==> src/rtl/bru_pkg.sv <==
// Shared constants and types of the branch unit: instruction field
// positions, opcodes, branch-options bit meanings, register offsets.
// Assumes 32-bit instructions with bit 31 of the vector as the first
// (most significant) instruction bit.
package bru_pkg;

  // ----------------------------------------------------------------
  // Instruction fields
  // ----------------------------------------------------------------
  localparam int         OPC_MSB       = 31;
  localparam int         OPC_LSB       = 26;
  localparam int         XO_MSB        = 10;
  localparam int         XO_LSB        = 1;
  localparam int         OPTS_MSB      = 25;
  localparam int         OPTS_LSB      = 21;
  localparam int         CBIT_MSB      = 20;
  localparam int         CBIT_LSB      = 16;
  localparam int         UDISP_MSB     = 25;
  localparam int         UDISP_LSB     = 2;
  localparam int         CDISP_MSB     = 15;
  localparam int         CDISP_LSB     = 2;
  localparam int         ABS_SEL_POS   = 1;  // Instruction bit 30
  localparam int         LINK_EN_POS   = 0;  // Instruction bit 31

  localparam logic [5:0] OPC_UNCOND    = 6'h12;
  localparam logic [5:0] OPC_COND      = 6'h10;
  localparam logic [5:0] OPC_EXT       = 6'h13;
  localparam logic [9:0] XO_TO_LINK    = 10'h010;
  localparam logic [9:0] XO_TO_COUNT   = 10'h210;

  // ----------------------------------------------------------------
  // Branch-options field, vector bit 4 is the first field bit
  // ----------------------------------------------------------------
  localparam int         OPT_CR_SKIP   = 4;
  localparam int         OPT_CR_VALUE  = 3;
  localparam int         OPT_CNT_SKIP  = 2;
  localparam int         OPT_CNT_ZERO  = 1;
  localparam int         OPT_HINT      = 0;
  localparam logic [4:0] OPTS_ALWAYS   = 5'h14;

  localparam logic [31:0] INSTR_STEP   = 32'h0000_0004;

  // ----------------------------------------------------------------
  // Register port
  // ----------------------------------------------------------------
  localparam int         REG_AW        = 4;
  localparam logic [3:0] REG_CTRL      = 4'h0;
  localparam logic [3:0] REG_STATUS    = 4'h4;
  localparam logic [3:0] REG_LINK      = 4'h8;
  localparam logic [3:0] REG_COUNT     = 4'hc;
  localparam int         CTRL_DYN_EN   = 0;
  localparam logic [31:0] CTRL_RESET   = 32'h0000_0001;
  localparam int         HIST_DEPTH_DEF = 16;

  typedef enum logic [1:0]
  {
    BRU_IDLE = 2'b00,
    BRU_WAIT = 2'b01
  } bru_state_t;

  typedef struct packed
  {
    logic        is_branch;
    logic        is_cond;
    logic        link_en;
    logic [4:0]  opts;
    logic [4:0]  cbit;
    logic        disp_neg;
    logic [31:0] target;
    logic [31:0] seq_addr;
  } bru_dec_t;

endpackage : bru_pkg

==> src/rtl/bru_decode.sv <==
// Branch decoder and target generator, purely combinational.
// Assumes the instruction, its address and the current link and count
// register values are stable in the cycle they are presented.
`timescale 1ns/1ps

module bru_decode
  import bru_pkg::*;
(
  input  wire logic [31:0] instr,
  input  wire logic [31:0] instr_addr,
  input  wire logic [31:0] link_register,
  input  wire logic [31:0] count_register,
  output bru_dec_t         dec
);

  logic [5:0]  opc;
  logic [9:0]  xo;
  logic [31:0] udisp_ext;
  logic [31:0] cdisp_ext;

  // ----------------------------------------------------------------
  // Displacements
  // ----------------------------------------------------------------
  assign opc       = instr[OPC_MSB:OPC_LSB];
  assign xo        = instr[XO_MSB:XO_LSB];
  assign udisp_ext = {{6{instr[UDISP_MSB]}}, instr[UDISP_MSB:UDISP_LSB], 2'b00};
  assign cdisp_ext = {{16{instr[CDISP_MSB]}}, instr[CDISP_MSB:CDISP_LSB], 2'b00};

  // Target built at decode, even before the condition is known
  always_comb
  begin
    dec           = '0;
    dec.link_en   = instr[LINK_EN_POS];
    dec.opts      = instr[OPTS_MSB:OPTS_LSB];
    dec.cbit      = instr[CBIT_MSB:CBIT_LSB];
    dec.seq_addr  = instr_addr + INSTR_STEP;
    unique case (opc)
      OPC_UNCOND:
      begin
        dec.is_branch = 1'b1;
        dec.opts      = OPTS_ALWAYS;
        dec.target    = instr[ABS_SEL_POS] ? udisp_ext
                                           : instr_addr + udisp_ext;
      end
      OPC_COND:
      begin
        dec.is_branch = 1'b1;
        dec.is_cond   = 1'b1;
        dec.disp_neg  = instr[CDISP_MSB];
        dec.target    = instr[ABS_SEL_POS] ? cdisp_ext
                                           : instr_addr + cdisp_ext;
      end
      OPC_EXT:
      begin
        dec.is_branch = (xo == XO_TO_LINK) || (xo == XO_TO_COUNT);
        dec.is_cond   = dec.is_branch;
        dec.target    = (xo == XO_TO_LINK) ? {link_register[31:2], 2'b00}
                                           : {count_register[31:2], 2'b00};
      end
      default:
      begin
        dec.is_branch = 1'b0;
      end
    endcase
  end

endmodule : bru_decode

==> src/rtl/bru_unit.sv <==
// Branch execution unit: resolves or predicts branches, steers fetch,
// keeps the link and count registers and a small taken-history table.
// Assumes fetch presents one branch at a time while branch_ready is
// high and follows every redirect pulse; cr_busy marks condition bits
// that an in-flight instruction may still write.
//
// Operation
// - Unconditional displacement: 24-bit field with two zero bits appended.
// - Relative unconditional targets add to the branch's own address.
// - Absolute unconditional forms use the extended displacement as target.
// - Conditional displacement: 14-bit field with two zero bits appended.
// - Options field picks the test, bit index picks the condition bit.
// - To-link forms branch to link register with low two bits cleared.
// - To-count forms branch to count register with low two bits cleared.
// - Linking forms write the following instruction's address to link register.
// - Condition true redirects to target, otherwise fetch continues sequentially.
// - Check in-flight writers of tested bit; resolve at once if none.
// - With a pending writer the branch stays unresolved until it completes; a failing count test still resolves it at once.
// - Unresolved branches use history prediction, reversible by hint bit.
// - After predicting, fetch follows the predicted path.
// - On misprediction flush speculative work and refetch the correct path.
// - On correct prediction continue without flush.
// - Immediate targets are computed before the condition resolves.
// - Options bit 0 clear tests condition bit against options bit 1.
// - Options bit 2 clear decrements count and tests it per bit 3.
// - Instruction bit 30 selects absolute, bit 31 enables link update.
// - Hint clear follows sign default; set reverses, except branch-always.
`timescale 1ns/1ps

module bru_unit
  import bru_pkg::*;
#(
  parameter int HIST_DEPTH = HIST_DEPTH_DEF
)
(
  input  wire logic              sys_clk,
  input  wire logic              rst_n,
  input  wire logic              br_valid,
  input  wire logic [31:0]       br_instr,
  input  wire logic [31:0]       br_addr,
  input  wire logic [31:0]       condition_register,
  input  wire logic [31:0]       cr_busy,
  input  wire logic [REG_AW-1:0] reg_addr,
  input  wire logic [31:0]       reg_wdata,
  input  wire logic              reg_wr,
  input  wire logic              reg_rd,
  output logic [31:0]            reg_rdata,
  output logic                   branch_ready,
  output logic                   redirect_valid,
  output logic [31:0]            redirect_addr,
  output logic                   flush,
  output logic                   confirm,
  output logic [31:0]            link_register,
  output logic [31:0]            count_register
);

  localparam int IDX_W = $clog2(HIST_DEPTH);

  // ----------------------------------------------------------------
  // Elaboration checks
  // ----------------------------------------------------------------
  if (HIST_DEPTH < 2 || (1 << IDX_W) != HIST_DEPTH)
  begin : g_bad_depth
    $error("HIST_DEPTH must be a power of two, at least 2");
  end

  bru_state_t       state;
  bru_state_t       next_state;
  bru_dec_t         dec;
  bru_dec_t         saved;
  bru_dec_t         next_saved;
  logic             saved_cnt_ok;
  logic             next_saved_cnt_ok;
  logic             saved_pred;
  logic             next_saved_pred;
  logic [IDX_W-1:0] saved_idx;
  logic [IDX_W-1:0] next_saved_idx;
  logic             next_branch_ready;
  logic             next_redirect_valid;
  logic [31:0]      next_redirect_addr;
  logic             next_flush;
  logic             next_confirm;
  logic [31:0]      next_link_register;
  logic [31:0]      next_count_register;
  logic [31:0]      ctrl;
  logic [31:0]      next_ctrl;
  logic             last_mispredict;
  logic             next_last_mispredict;
  logic [31:0]      next_reg_rdata;
  logic [31:0]      cnt_dec;
  logic             cnt_ok;
  logic             cr_ok;
  logic             cr_pending;
  logic             always_take;
  logic             base_pred;
  logic             pred;
  logic             wait_cr_ok;
  logic             actual;
  logic [IDX_W-1:0] dec_idx;
  logic             hist_we;
  logic [IDX_W-1:0] hist_idx;
  logic             hist_taken;
  logic [HIST_DEPTH-1:0] hist_valid;
  logic [HIST_DEPTH-1:0] hist_bit;

  // ----------------------------------------------------------------
  // Decode and target generation
  // ----------------------------------------------------------------
  bru_decode u_decode
  (
    .instr          (br_instr),
    .instr_addr     (br_addr),
    .link_register  (link_register),
    .count_register (count_register),
    .dec            (dec)
  );

  // Condition evaluation of the branch being decoded and of the waiting branch
  always_comb
  begin
    cnt_dec     = count_register - 32'h0000_0001;
    cnt_ok      = dec.opts[OPT_CNT_SKIP]
                  | ((cnt_dec == 32'h0000_0000) == dec.opts[OPT_CNT_ZERO]);
    cr_ok       = dec.opts[OPT_CR_SKIP]
                  | (condition_register[~dec.cbit] == dec.opts[OPT_CR_VALUE]);
    // Bit index 0 is the most significant condition bit, hence the inversion
    cr_pending  = !dec.opts[OPT_CR_SKIP] && cr_busy[~dec.cbit];
    always_take = dec.opts[OPT_CR_SKIP] & dec.opts[OPT_CNT_SKIP];
    dec_idx     = br_addr[2 +: IDX_W];
    // With dynamic prediction enabled, history wins once an entry has seen an outcome; sign rule otherwise
    base_pred   = always_take ? 1'b1
                : (ctrl[CTRL_DYN_EN] && hist_valid[dec_idx]) ? hist_bit[dec_idx]
                : dec.disp_neg;
    pred        = base_pred ^ (dec.opts[OPT_HINT] & ~always_take);
    wait_cr_ok  = condition_register[~saved.cbit] == saved.opts[OPT_CR_VALUE];
    actual      = saved_cnt_ok & wait_cr_ok;
  end

  // ----------------------------------------------------------------
  // Sequencing, redirect and register updates
  // ----------------------------------------------------------------
  always_comb
  begin
    next_state           = state;
    next_saved           = saved;
    next_saved_cnt_ok    = saved_cnt_ok;
    next_saved_pred      = saved_pred;
    next_saved_idx       = saved_idx;
    next_redirect_valid  = 1'b0;
    next_redirect_addr   = redirect_addr;
    next_flush           = 1'b0;
    next_confirm         = 1'b0;
    next_link_register   = link_register;
    next_count_register  = count_register;
    next_ctrl            = ctrl;
    next_last_mispredict = last_mispredict;
    hist_we              = 1'b0;
    hist_idx             = dec_idx;
    hist_taken           = 1'b0;
    // Software writes first; a branch in the same cycle overrides the link and count writes
    if (reg_wr && reg_addr == REG_CTRL)
    begin
      next_ctrl = {31'h0000_0000, reg_wdata[CTRL_DYN_EN]};
    end
    if (reg_wr && reg_addr == REG_LINK)
    begin
      next_link_register = reg_wdata;
    end
    if (reg_wr && reg_addr == REG_COUNT)
    begin
      next_count_register = reg_wdata;
    end
    unique case (state)
      BRU_IDLE:
      begin
        if (br_valid && dec.is_branch)
        begin
          if (dec.link_en)
          begin
            next_link_register = dec.seq_addr;
          end
          if (!dec.opts[OPT_CNT_SKIP])
          begin
            next_count_register = cnt_dec;
          end
          next_redirect_valid = 1'b1;
          if (!cnt_ok || !cr_pending)
          begin
            // Count test failing settles the branch whatever the bit does
            next_redirect_addr = (cnt_ok && cr_ok) ? dec.target : dec.seq_addr;
            hist_we            = dec.is_cond;
            hist_taken         = cnt_ok && cr_ok;
          end
          else
          begin
            next_redirect_addr = pred ? dec.target : dec.seq_addr;
            next_saved         = dec;
            next_saved_cnt_ok  = cnt_ok;
            next_saved_pred    = pred;
            next_saved_idx     = dec_idx;
            next_state         = BRU_WAIT;
          end
        end
      end
      BRU_WAIT:
      begin
        if (!cr_busy[~saved.cbit])
        begin
          next_state           = BRU_IDLE;
          hist_we              = 1'b1;
          hist_idx             = saved_idx;
          hist_taken           = actual;
          next_last_mispredict = actual != saved_pred;
          if (actual != saved_pred)
          begin
            next_flush          = 1'b1;
            next_redirect_valid = 1'b1;
            next_redirect_addr  = actual ? saved.target : saved.seq_addr;
          end
          else
          begin
            next_confirm = 1'b1;
          end
        end
      end
      default:
      begin
        next_state = BRU_IDLE;
      end
    endcase
    next_branch_ready = next_state == BRU_IDLE;
  end

  // Register read port, data one cycle after the strobe
  always_comb
  begin
    next_reg_rdata = 32'h0000_0000;
    if (reg_rd)
    begin
      unique case (reg_addr)
        REG_CTRL:   next_reg_rdata = ctrl;
        REG_STATUS: next_reg_rdata = {30'h0000_0000, last_mispredict, state == BRU_WAIT};
        REG_LINK:   next_reg_rdata = link_register;
        REG_COUNT:  next_reg_rdata = count_register;
        default:    next_reg_rdata = 32'h0000_0000;
      endcase
    end
  end

  always_ff @(posedge sys_clk)
  begin
    if (!rst_n)
    begin
      state           <= BRU_IDLE;
      saved           <= '0;
      saved_cnt_ok    <= 1'b0;
      saved_pred      <= 1'b0;
      saved_idx       <= '0;
      branch_ready    <= 1'b1;
      redirect_valid  <= 1'b0;
      redirect_addr   <= 32'h0000_0000;
      flush           <= 1'b0;
      confirm         <= 1'b0;
      link_register   <= 32'h0000_0000;
      count_register  <= 32'h0000_0000;
      ctrl            <= CTRL_RESET;
      last_mispredict <= 1'b0;
      reg_rdata       <= 32'h0000_0000;
    end
    else
    begin
      state           <= next_state;
      saved           <= next_saved;
      saved_cnt_ok    <= next_saved_cnt_ok;
      saved_pred      <= next_saved_pred;
      saved_idx       <= next_saved_idx;
      branch_ready    <= next_branch_ready;
      redirect_valid  <= next_redirect_valid;
      redirect_addr   <= next_redirect_addr;
      flush           <= next_flush;
      confirm         <= next_confirm;
      link_register   <= next_link_register;
      count_register  <= next_count_register;
      ctrl            <= next_ctrl;
      last_mispredict <= next_last_mispredict;
      reg_rdata       <= next_reg_rdata;
    end
  end

  // ----------------------------------------------------------------
  // Taken-history table, one valid and one outcome bit per entry
  // ----------------------------------------------------------------
  for (genvar g = 0; g < HIST_DEPTH; g++)
  begin : g_hist
    logic next_valid;
    logic next_bit;

    always_comb
    begin
      next_valid = hist_valid[g];
      next_bit   = hist_bit[g];
      if (hist_we && hist_idx == IDX_W'(g))
      begin
        next_valid = 1'b1;
        next_bit   = hist_taken;
      end
    end

    always_ff @(posedge sys_clk)
    begin
      if (!rst_n)
      begin
        hist_valid[g] <= 1'b0;
        hist_bit[g]   <= 1'b0;
      end
      else
      begin
        hist_valid[g] <= next_valid;
        hist_bit[g]   <= next_bit;
      end
    end
  end

endmodule : bru_unit

==> config.mk <==
export PLATFORM = sky130hd
export DESIGN_NAME = bru_unit
export DESIGN_NICKNAME = d
export VERILOG_FILES = /design/src/rtl/bru_pkg.sv /design/src/rtl/bru_decode.sv /design/src/rtl/bru_unit.sv
export SDC_FILE = /design/constraint.sdc
export NUM_CORES = 1
export LEC_CHECK = 0
export BUFFER_PORTS_ARGS = -buffer_cell sky130_fd_sc_hd__buf_4
export CAP_MARGIN = 20
export CORE_ASPECT_RATIO = 1.1
export CORE_MARGIN = 8
export CORE_UTILIZATION = 30
export DETAILED_ROUTE_END_ITERATION = 10
export GPL_TIMING_DRIVEN = 0
export PLACE_DENSITY = 0.46
export SLEW_MARGIN = 20
export SYNTH_ARGS = -nofsm -noshare
export SYNTH_HDL_FRONTEND = slang
export SYNTH_SLANG_ARGS = --single-unit
==> constraint.sdc <==
create_clock -name sys_clk -period 5.02 [get_ports sys_clk]
set_input_delay 1.004 -clock sys_clk [delete_from_list [all_inputs] [get_ports sys_clk]]
set_output_delay 1.004 -clock sys_clk [all_outputs]
set_load 0.02 [all_outputs]
==> impl_metrics.ini, run 1 <==
[floorplan]
core-area_um2 = 53800
die_y_um = 261
io_pins = 301
dieArea_um2 = 62200
rows = 89
die_w_um = 238
initial_core_util_pct = 30.4

[critical_path]
cp.required_ns = 5.48
path_class = reg -> reg
cp_max_fo = 10
r2r_cells = 14
end_kind = flip-flop
rrSetupSlack_ns = 0.17
start_kind = flip-flop
rr_endpoint = redirect_addr[23]
r2r-start = count_register[4]
cp.arrival_ns = 5.31

[finish]
diodes = 0
instances_no_fill = 3135
area_delta_synth_final_pct = 25.5
layout-drive-gt1-share_pct = 19.5
nets = 2603
fin_util_pct = 38.1

[power]
leakagePower_nw = 7.89
power_density_nw_per_um2 = 255
irDropWorstVdd_uv = 258

[yosys]
synth-edff-count = 0
synthAdderAreaFrac_pct = 3.72
ys_seq_area_share_pct = 29.9
synthSimpleGateAreaFrac_pct = 22.2
synth-compound-area-share_pct = 22.3
synth_cells = 2056
ys_warn_count = 0
syn_nets = 2273
synth_top_family_by_area = compound AO/OA/AOI/OAI gates
syn_area_per_cell_um2 = 7.94
synthesis.area_um2 = 16300
ys_seq_elements = 244
ys_types = 86
synthArstFlopShare_pct = 0
muxShareOfSynthArea_pct = 14.0
ys.flop_type = dfxtp_1
synthXorXnorAreaFrac_pct = 3.38

[worst_hold_path]
hp-class = reg -> reg
worstHoldStart = saved[47]
worstHoldPathCells = 2
holdPathEnd = saved[47]

[clocking]
clock_tree.buffer_depth = 3
ctsHoldBuffers = 0
clkTransAtPathRegs_ns = 0.06
h-tree-depth = 1
cts_tree = built
cts_root_buf = clkbuf_16
numCtsBuffers = 29
cts_sinks = 244
clock_latency_ns = 0.59

[global_route]
grt_pass1_wl_um = 119000
grt_max_degree = 22
grt_use_met3_pct = 4.27
met1_usage_pct = 31.3
gr-usage-met2_pct = 43.8
grt-busiest-layer = met2
grt_usage_pct = 25.3
overflow = 0
first_global_vias = 17675
antenna_found_initial = 0

[sta]
worst_slack_ns = 0.167
worst-slew-pin-transition_ns = 1.19
rsz0062_at_grt = false
finalSetupTns_ns = 0
fin_skew_ns = 0.0177
finalCritPeriodShare_pct = 96.7
post-route-min-period_ns = 4.85
maxSlewViolCount = 0
max_freq_mhz = 206
finalSetupViolations = 0
max_slew_margin_pct = 20.5
hold_viol = 0

[place]
place_congestion = 0.944
place_inst = 3083
hpwl_um = 67200
place_ws_ns = -0.292
port_buffers = 298

[drt]
routed_wl_um = 82300
vias = 17601
viasPerCell = 5.61
drtAntennaViolNets = 0
drt_iter0_drc = 1340
firstDrtPassIters = 6
drc = 0
wl_per_cell_um = 26.3

[outcome]
outcome = completed

[run]
cap_violations = 0
==> Yosys cell counts (21+ instances only) <==
cell / count / area [um2]
o21ai_0: 115 / 576
dfxtp_1: 244 / 4880
a22oi_1: 34 / 255
nand2_1: 288 / 1080
nand2b_1: 33 / 206
mux2i_1: 96 / 961
clkbuf_1: 124 / 465
nor3_1: 43 / 215
xor2_1: 21 / 184
a311oi_1: 32 / 280
nor2_1: 204 / 766
ha_1: 47 / 588
xnor2_1: 42 / 368
and2_1: 21 / 131
a31oi_1: 21 / 131
mux2_2: 23 / 259
nand3_1: 71 / 355
o211ai_1: 21 / 158
inv_1: 23 / 86.3
a21oi_1: 178 / 891
mux4_2: 43 / 968
==> how the worst max path moves through the flow <==
stage / from / to / slack [ns]
floorplan: br_instr[2] / redirect_addr[30] / 1.15
global route: saved[65] / redirect_addr[3] / 0.05
detailed placement: br_addr[2] / redirect_addr[23] / -0.29
finish: count_register[4] / redirect_addr[23] / 0.17
global placement: br_instr[29] / count_register[3] / -1.14
CTS: saved[66] / redirect_addr[9] / 0.04
==> through the flow <==
step	area (um2)	power [W]	hold WS (ns)
after floorplan	16300	0.00259	0.423
after global placement	19500	0.00302	0.438
after detailed placement	19500	0.00302	0.444
after CTS	20500	0.00525	0.452
after global routing	20500	0.00542	0.465
final	20500	0.00523	0.452
==> placed cells by master (no fill, tap or decap), types with 42 or more instances in the layout <==
cell type / n
dfxtp_1: 244
mux2i_1: 96
buf_4: 303
mux4_2: 43
nor2_1: 204
xnor2_1: 42
nand2_1: 288
o21ai_0: 115
a21oi_1: 178
ha_1: 47
clkbuf_1: 124
nand3_1: 71
==> critical path, stage by stage (launching register included) <==
cell and delay, ns:
dfxtp_1 0.42, clkbuf_1 0.53, inv_1 0.14, nand4_1 0.28
clkbuf_1 0.49, nor2_1 0.16, nand4b_1 0.23, a2111o_1 0.54
or3_1 0.38, buf_2 0.17, nand3_4 0.19, buf_6 0.21
mux2_1 0.39, a21oi_1 0.48, nor2_1 0.10
==> final cells by class <==
class	instances	area, um2
multi-input cells	1632	10700
well taps	728	911
inverters	24	90.1
clock inverters	12	155
flip-flops and latches	244	4880
plain buffers	156	654
repair buffers	299	2240
fillers	5591	33300
clock buffers	40	827
==> logic make-up (layout without fill, tap and decap cells) <==
kind of cell / after synthesis / count (layout)
AND/OR/NAND/NOR: 783 / 783
AO/OA/AOI/OAI: 567 / 567
flip-flops: 244 / 244
buffers and inverters: 180 / 531
multiplexers: 170 / 170
XOR/XNOR: 63 / 63
adder cells (fa/ha/maj): 48 / 48
other: 1 / 1
==> state kept, by name (all words and copies together) (netlist names), 2 cells and up <==
name and flops:
count_register 32, hist_bit 16, hist_valid 16, link_register 32, redirect_addr 32, reg_rdata 32
saved 70, saved_idx 4, state 2
==> what timing repair did <==
| action | in CTS | in global routing |
|---|---|---|
| resized for setup | 2 | 8 |
| endpoints found under the setup margin | 10 | 50 |
| buffers inserted | 0 | 0 |
| cloned | 0 | 0 |
==> where the power goes <==
part / internal, W / switching, W / total, W
Combinational: 0.000402 / 0.000625 / 0.00103
Clock: 0.00130 / 0.000934 / 0.00224
Sequential: 0.00195 / 0.0000188 / 0.00197
==> layer usage <==
metal  vias up  wire, um
met5         -         0
met4         0      3100
met3       118      5180
met2       686     39400
met1      8585     34700
li1       8212         -
(Power assumes the default switching activity.)
==> inputs of run 2 (changes only) <==
--- a/config.mk
+++ b/config.mk
@@ -5,6 +5,7 @@
 export SDC_FILE = /design/constraint.sdc
 export NUM_CORES = 1
 export LEC_CHECK = 0
+export ABC_AREA = 1
 export BUFFER_PORTS_ARGS = -buffer_cell sky130_fd_sc_hd__buf_4
 export CAP_MARGIN = 20
 export CORE_ASPECT_RATIO = 1.1
==> constraint.sdc (replaced) <==
create_clock -name sys_clk -period 5.69 [get_ports sys_clk]
set_input_delay 1.138 -clock sys_clk [delete_from_list [all_inputs] [get_ports sys_clk]]
set_output_delay 1.138 -clock sys_clk [all_outputs]
set_load 0.02 [all_outputs]
==> impl_metrics.ini, run 2 <==
[critical_path]
rrSetupSlack_ns = 1.65
cp.arrival_ns = 4.93
path_class = in -> reg
cp.required_ns = 6.21
end_kind = flip-flop
cp_max_fo = 10
start_kind = input pin

[finish]
largest_register_ffs = 70
final_cell_mix = nand2_1, nor2_1, buf_4, a21oi_1, o21ai_0
area_delta_synth_final_pct = 23.5
max_flop_register = saved
layout-drive-gt1-share_pct = 13.4
nets = 3560
n_fill_cell = 6706
final_common_cell = nand2_1
instances_no_fill = 4135

[yosys]
synthTopCellsByCount = nand2_1, nor2_1, a21oi_1
ys_warn_count = 0
synth-edff-count = 0
ys_types = 49
ys_seq_area_share_pct = 27.0
synth_area_leaders = dfxtp_1, nand2_1, nor2_1, a21oi_1, o21ai_0
syn_area_per_cell_um2 = 6.01
synth_top_area_share_pct = 27.0
ys.flop_type = dfxtp_1
synthArstFlopShare_pct = 0
synth.largest_area_cell = dfxtp_1
synthMostInstantiatedCell = nand2_1
synthesis.area_um2 = 18100
synth_cells = 3011
syn_nets = 3228
ys_seq_elements = 244

[clocking]
post_cts_buffers = 0
clock_tree.buffer_depth = 3
cts_resized = 0
cts_tree = built
cts_root_buf = clkbuf_16
clock_latency_ns = 0.62
numCtsBuffers = 30
ctsHoldBuffers = 0
clkTransAtPathRegs_ns = 0.06
cts_sinks = 244
h-tree-depth = 1

[place]
place_ws_ns = 0.768
hpwl_um = 83800
place_inst = 4079
place_congestion = 1.01
port_buffers = 300

[drt]
firstDrtPassIters = 6
drt_iter0_drc = 2126
wl_per_cell_um = 24.6
vias = 22365
routed_wl_um = 102000
drc = 0
viasPerCell = 5.41
drtAntennaViolNets = 0

[floorplan]
core-area_um2 = 59700
die_y_um = 274
dieArea_um2 = 68400
die_w_um = 250
io_pins = 301
initial_core_util_pct = 30.3
rows = 94

[power]
irDropWorstVdd_uv = 242
power_density_nw_per_um2 = 219
leakagePower_nw = 9.77

[sta]
max_freq_mhz = 226
fin_skew_ns = 0.0392
finalSetupTns_ns = 0
rsz0062_at_grt = false
post-route-min-period_ns = 4.42
max_slew_margin_pct = 27.8
hold_viol = 0
finalSetupViolations = 0
worst_slack_ns = 1.27
maxSlewViolCount = 0
worst-slew-pin-transition_ns = 1.08
finalCritPeriodShare_pct = 77.6

[global_route]
grt_pass1_wl_um = 148000
grt_usage_pct = 28.6
grt_max_degree = 21
met1_usage_pct = 35.5
grt_use_met3_pct = 3.43
gr-usage-met2_pct = 50.0
first_global_vias = 22189
antenna_found_initial = 6
overflow = 0
grt-busiest-layer = met2

[outcome]
outcome = completed

[run]
cap_violations = 0

[worst_hold_path]
hp-class = reg -> reg
==> run 2: cell count changes in the layout (fill, tap and decap cells not counted), sizes merged, moves of 43 or more <==
cell	previous run	this run
a21oi	178	292
inv	24	282
mux2i	96	0
mux4	43	0
nand2	288	706
nand3	73	269
nor2	205	435
o21ai	120	295
==> run 2: logic make-up (layout without fill, tap and decap cells) <==
| logic type | Yosys count | after routing | synth area share (%) |
|---|---|---|---|
| adders and majority gates | 48 | 48 | 3.36 |
| and+or+nand+nor | 1503 | 1503 | 35.1 |
| other | 1 | 3 | 0.0207 |
| buffers and inverters | 446 | 800 | 10.0 |
| xor gates and xnor gates | 38 | 38 | 1.88 |
| DFF | 244 | 244 | 27.0 |
| AOI/OAI and AO/OA | 731 | 731 | 22.6 |
==> run 2: cell type report <==
type                    instances  area (um2)  area share, %
plain buffers                 160         737           3.30
repair buffers                300        2250           10.1
flip-flops and latches        244        4880           21.9
clock inverters                 8         120          0.538
well taps                     768         961           4.30
clock buffers                  46         911           4.08
inverters                     286        1070           4.81
multi-input cells            2321       11400           51.0
diodes                          2        5.00         0.0224
==> run 2: where the power goes <==
part           total [W]  internal (W)  switching [W]
Clock            0.00202       0.00119       0.000830
Combinational    0.00114      0.000352       0.000785
Sequential       0.00174       0.00172      0.0000198
==> run 2: metal layers <==
| metal | routed length, um | vias to the layer above |
|---|---|---|
| met5 | 32 | - |
| met3 | 5730 | 181 |
| met2 | 48800 | 908 |
| met1 | 42900 | 10529 |
| met4 | 4420 | 6 |
| li1 | - | 10741 |
==> run 2: path summary, 6_finish.rpt <==
check / from / end / cells past startpoint
max reg2reg: count_register[0] / saved[17] / 18
min reg2reg: saved[9] / saved[9] / 2
max: br_instr[26] / redirect_addr[30] / 15
min: saved[9] / saved[9] / 2
==> run 2: metrics by stage <==
stage               hold WS (ns)  utilization (%)  cell area [um2]  power (W)
finish                     0.443             37.4            22300    0.00490
global route               0.455             37.4            22300    0.00510
CTS                        0.445             37.4            22300    0.00492
detailed placement         0.437             35.7            21300    0.00289
global placement           0.433             35.7            21300    0.00289
floorplan                  0.424                -            18100    0.00240
==> run 2: worst max-delay path: stages <==
cell and delay (ns):
buf_4 0.11, nor3_1 0.42, inv_1 0.18, nor2_1 0.80, inv_1 0.43, nor2_1 0.25, nand2_1 0.17, inv_1 0.20
buf_2 0.29, o21ai_0 0.12, o21ai_0 0.22, nor2_1 0.17, nand2_1 0.10, nand3_1 0.14, a21oi_1 0.17
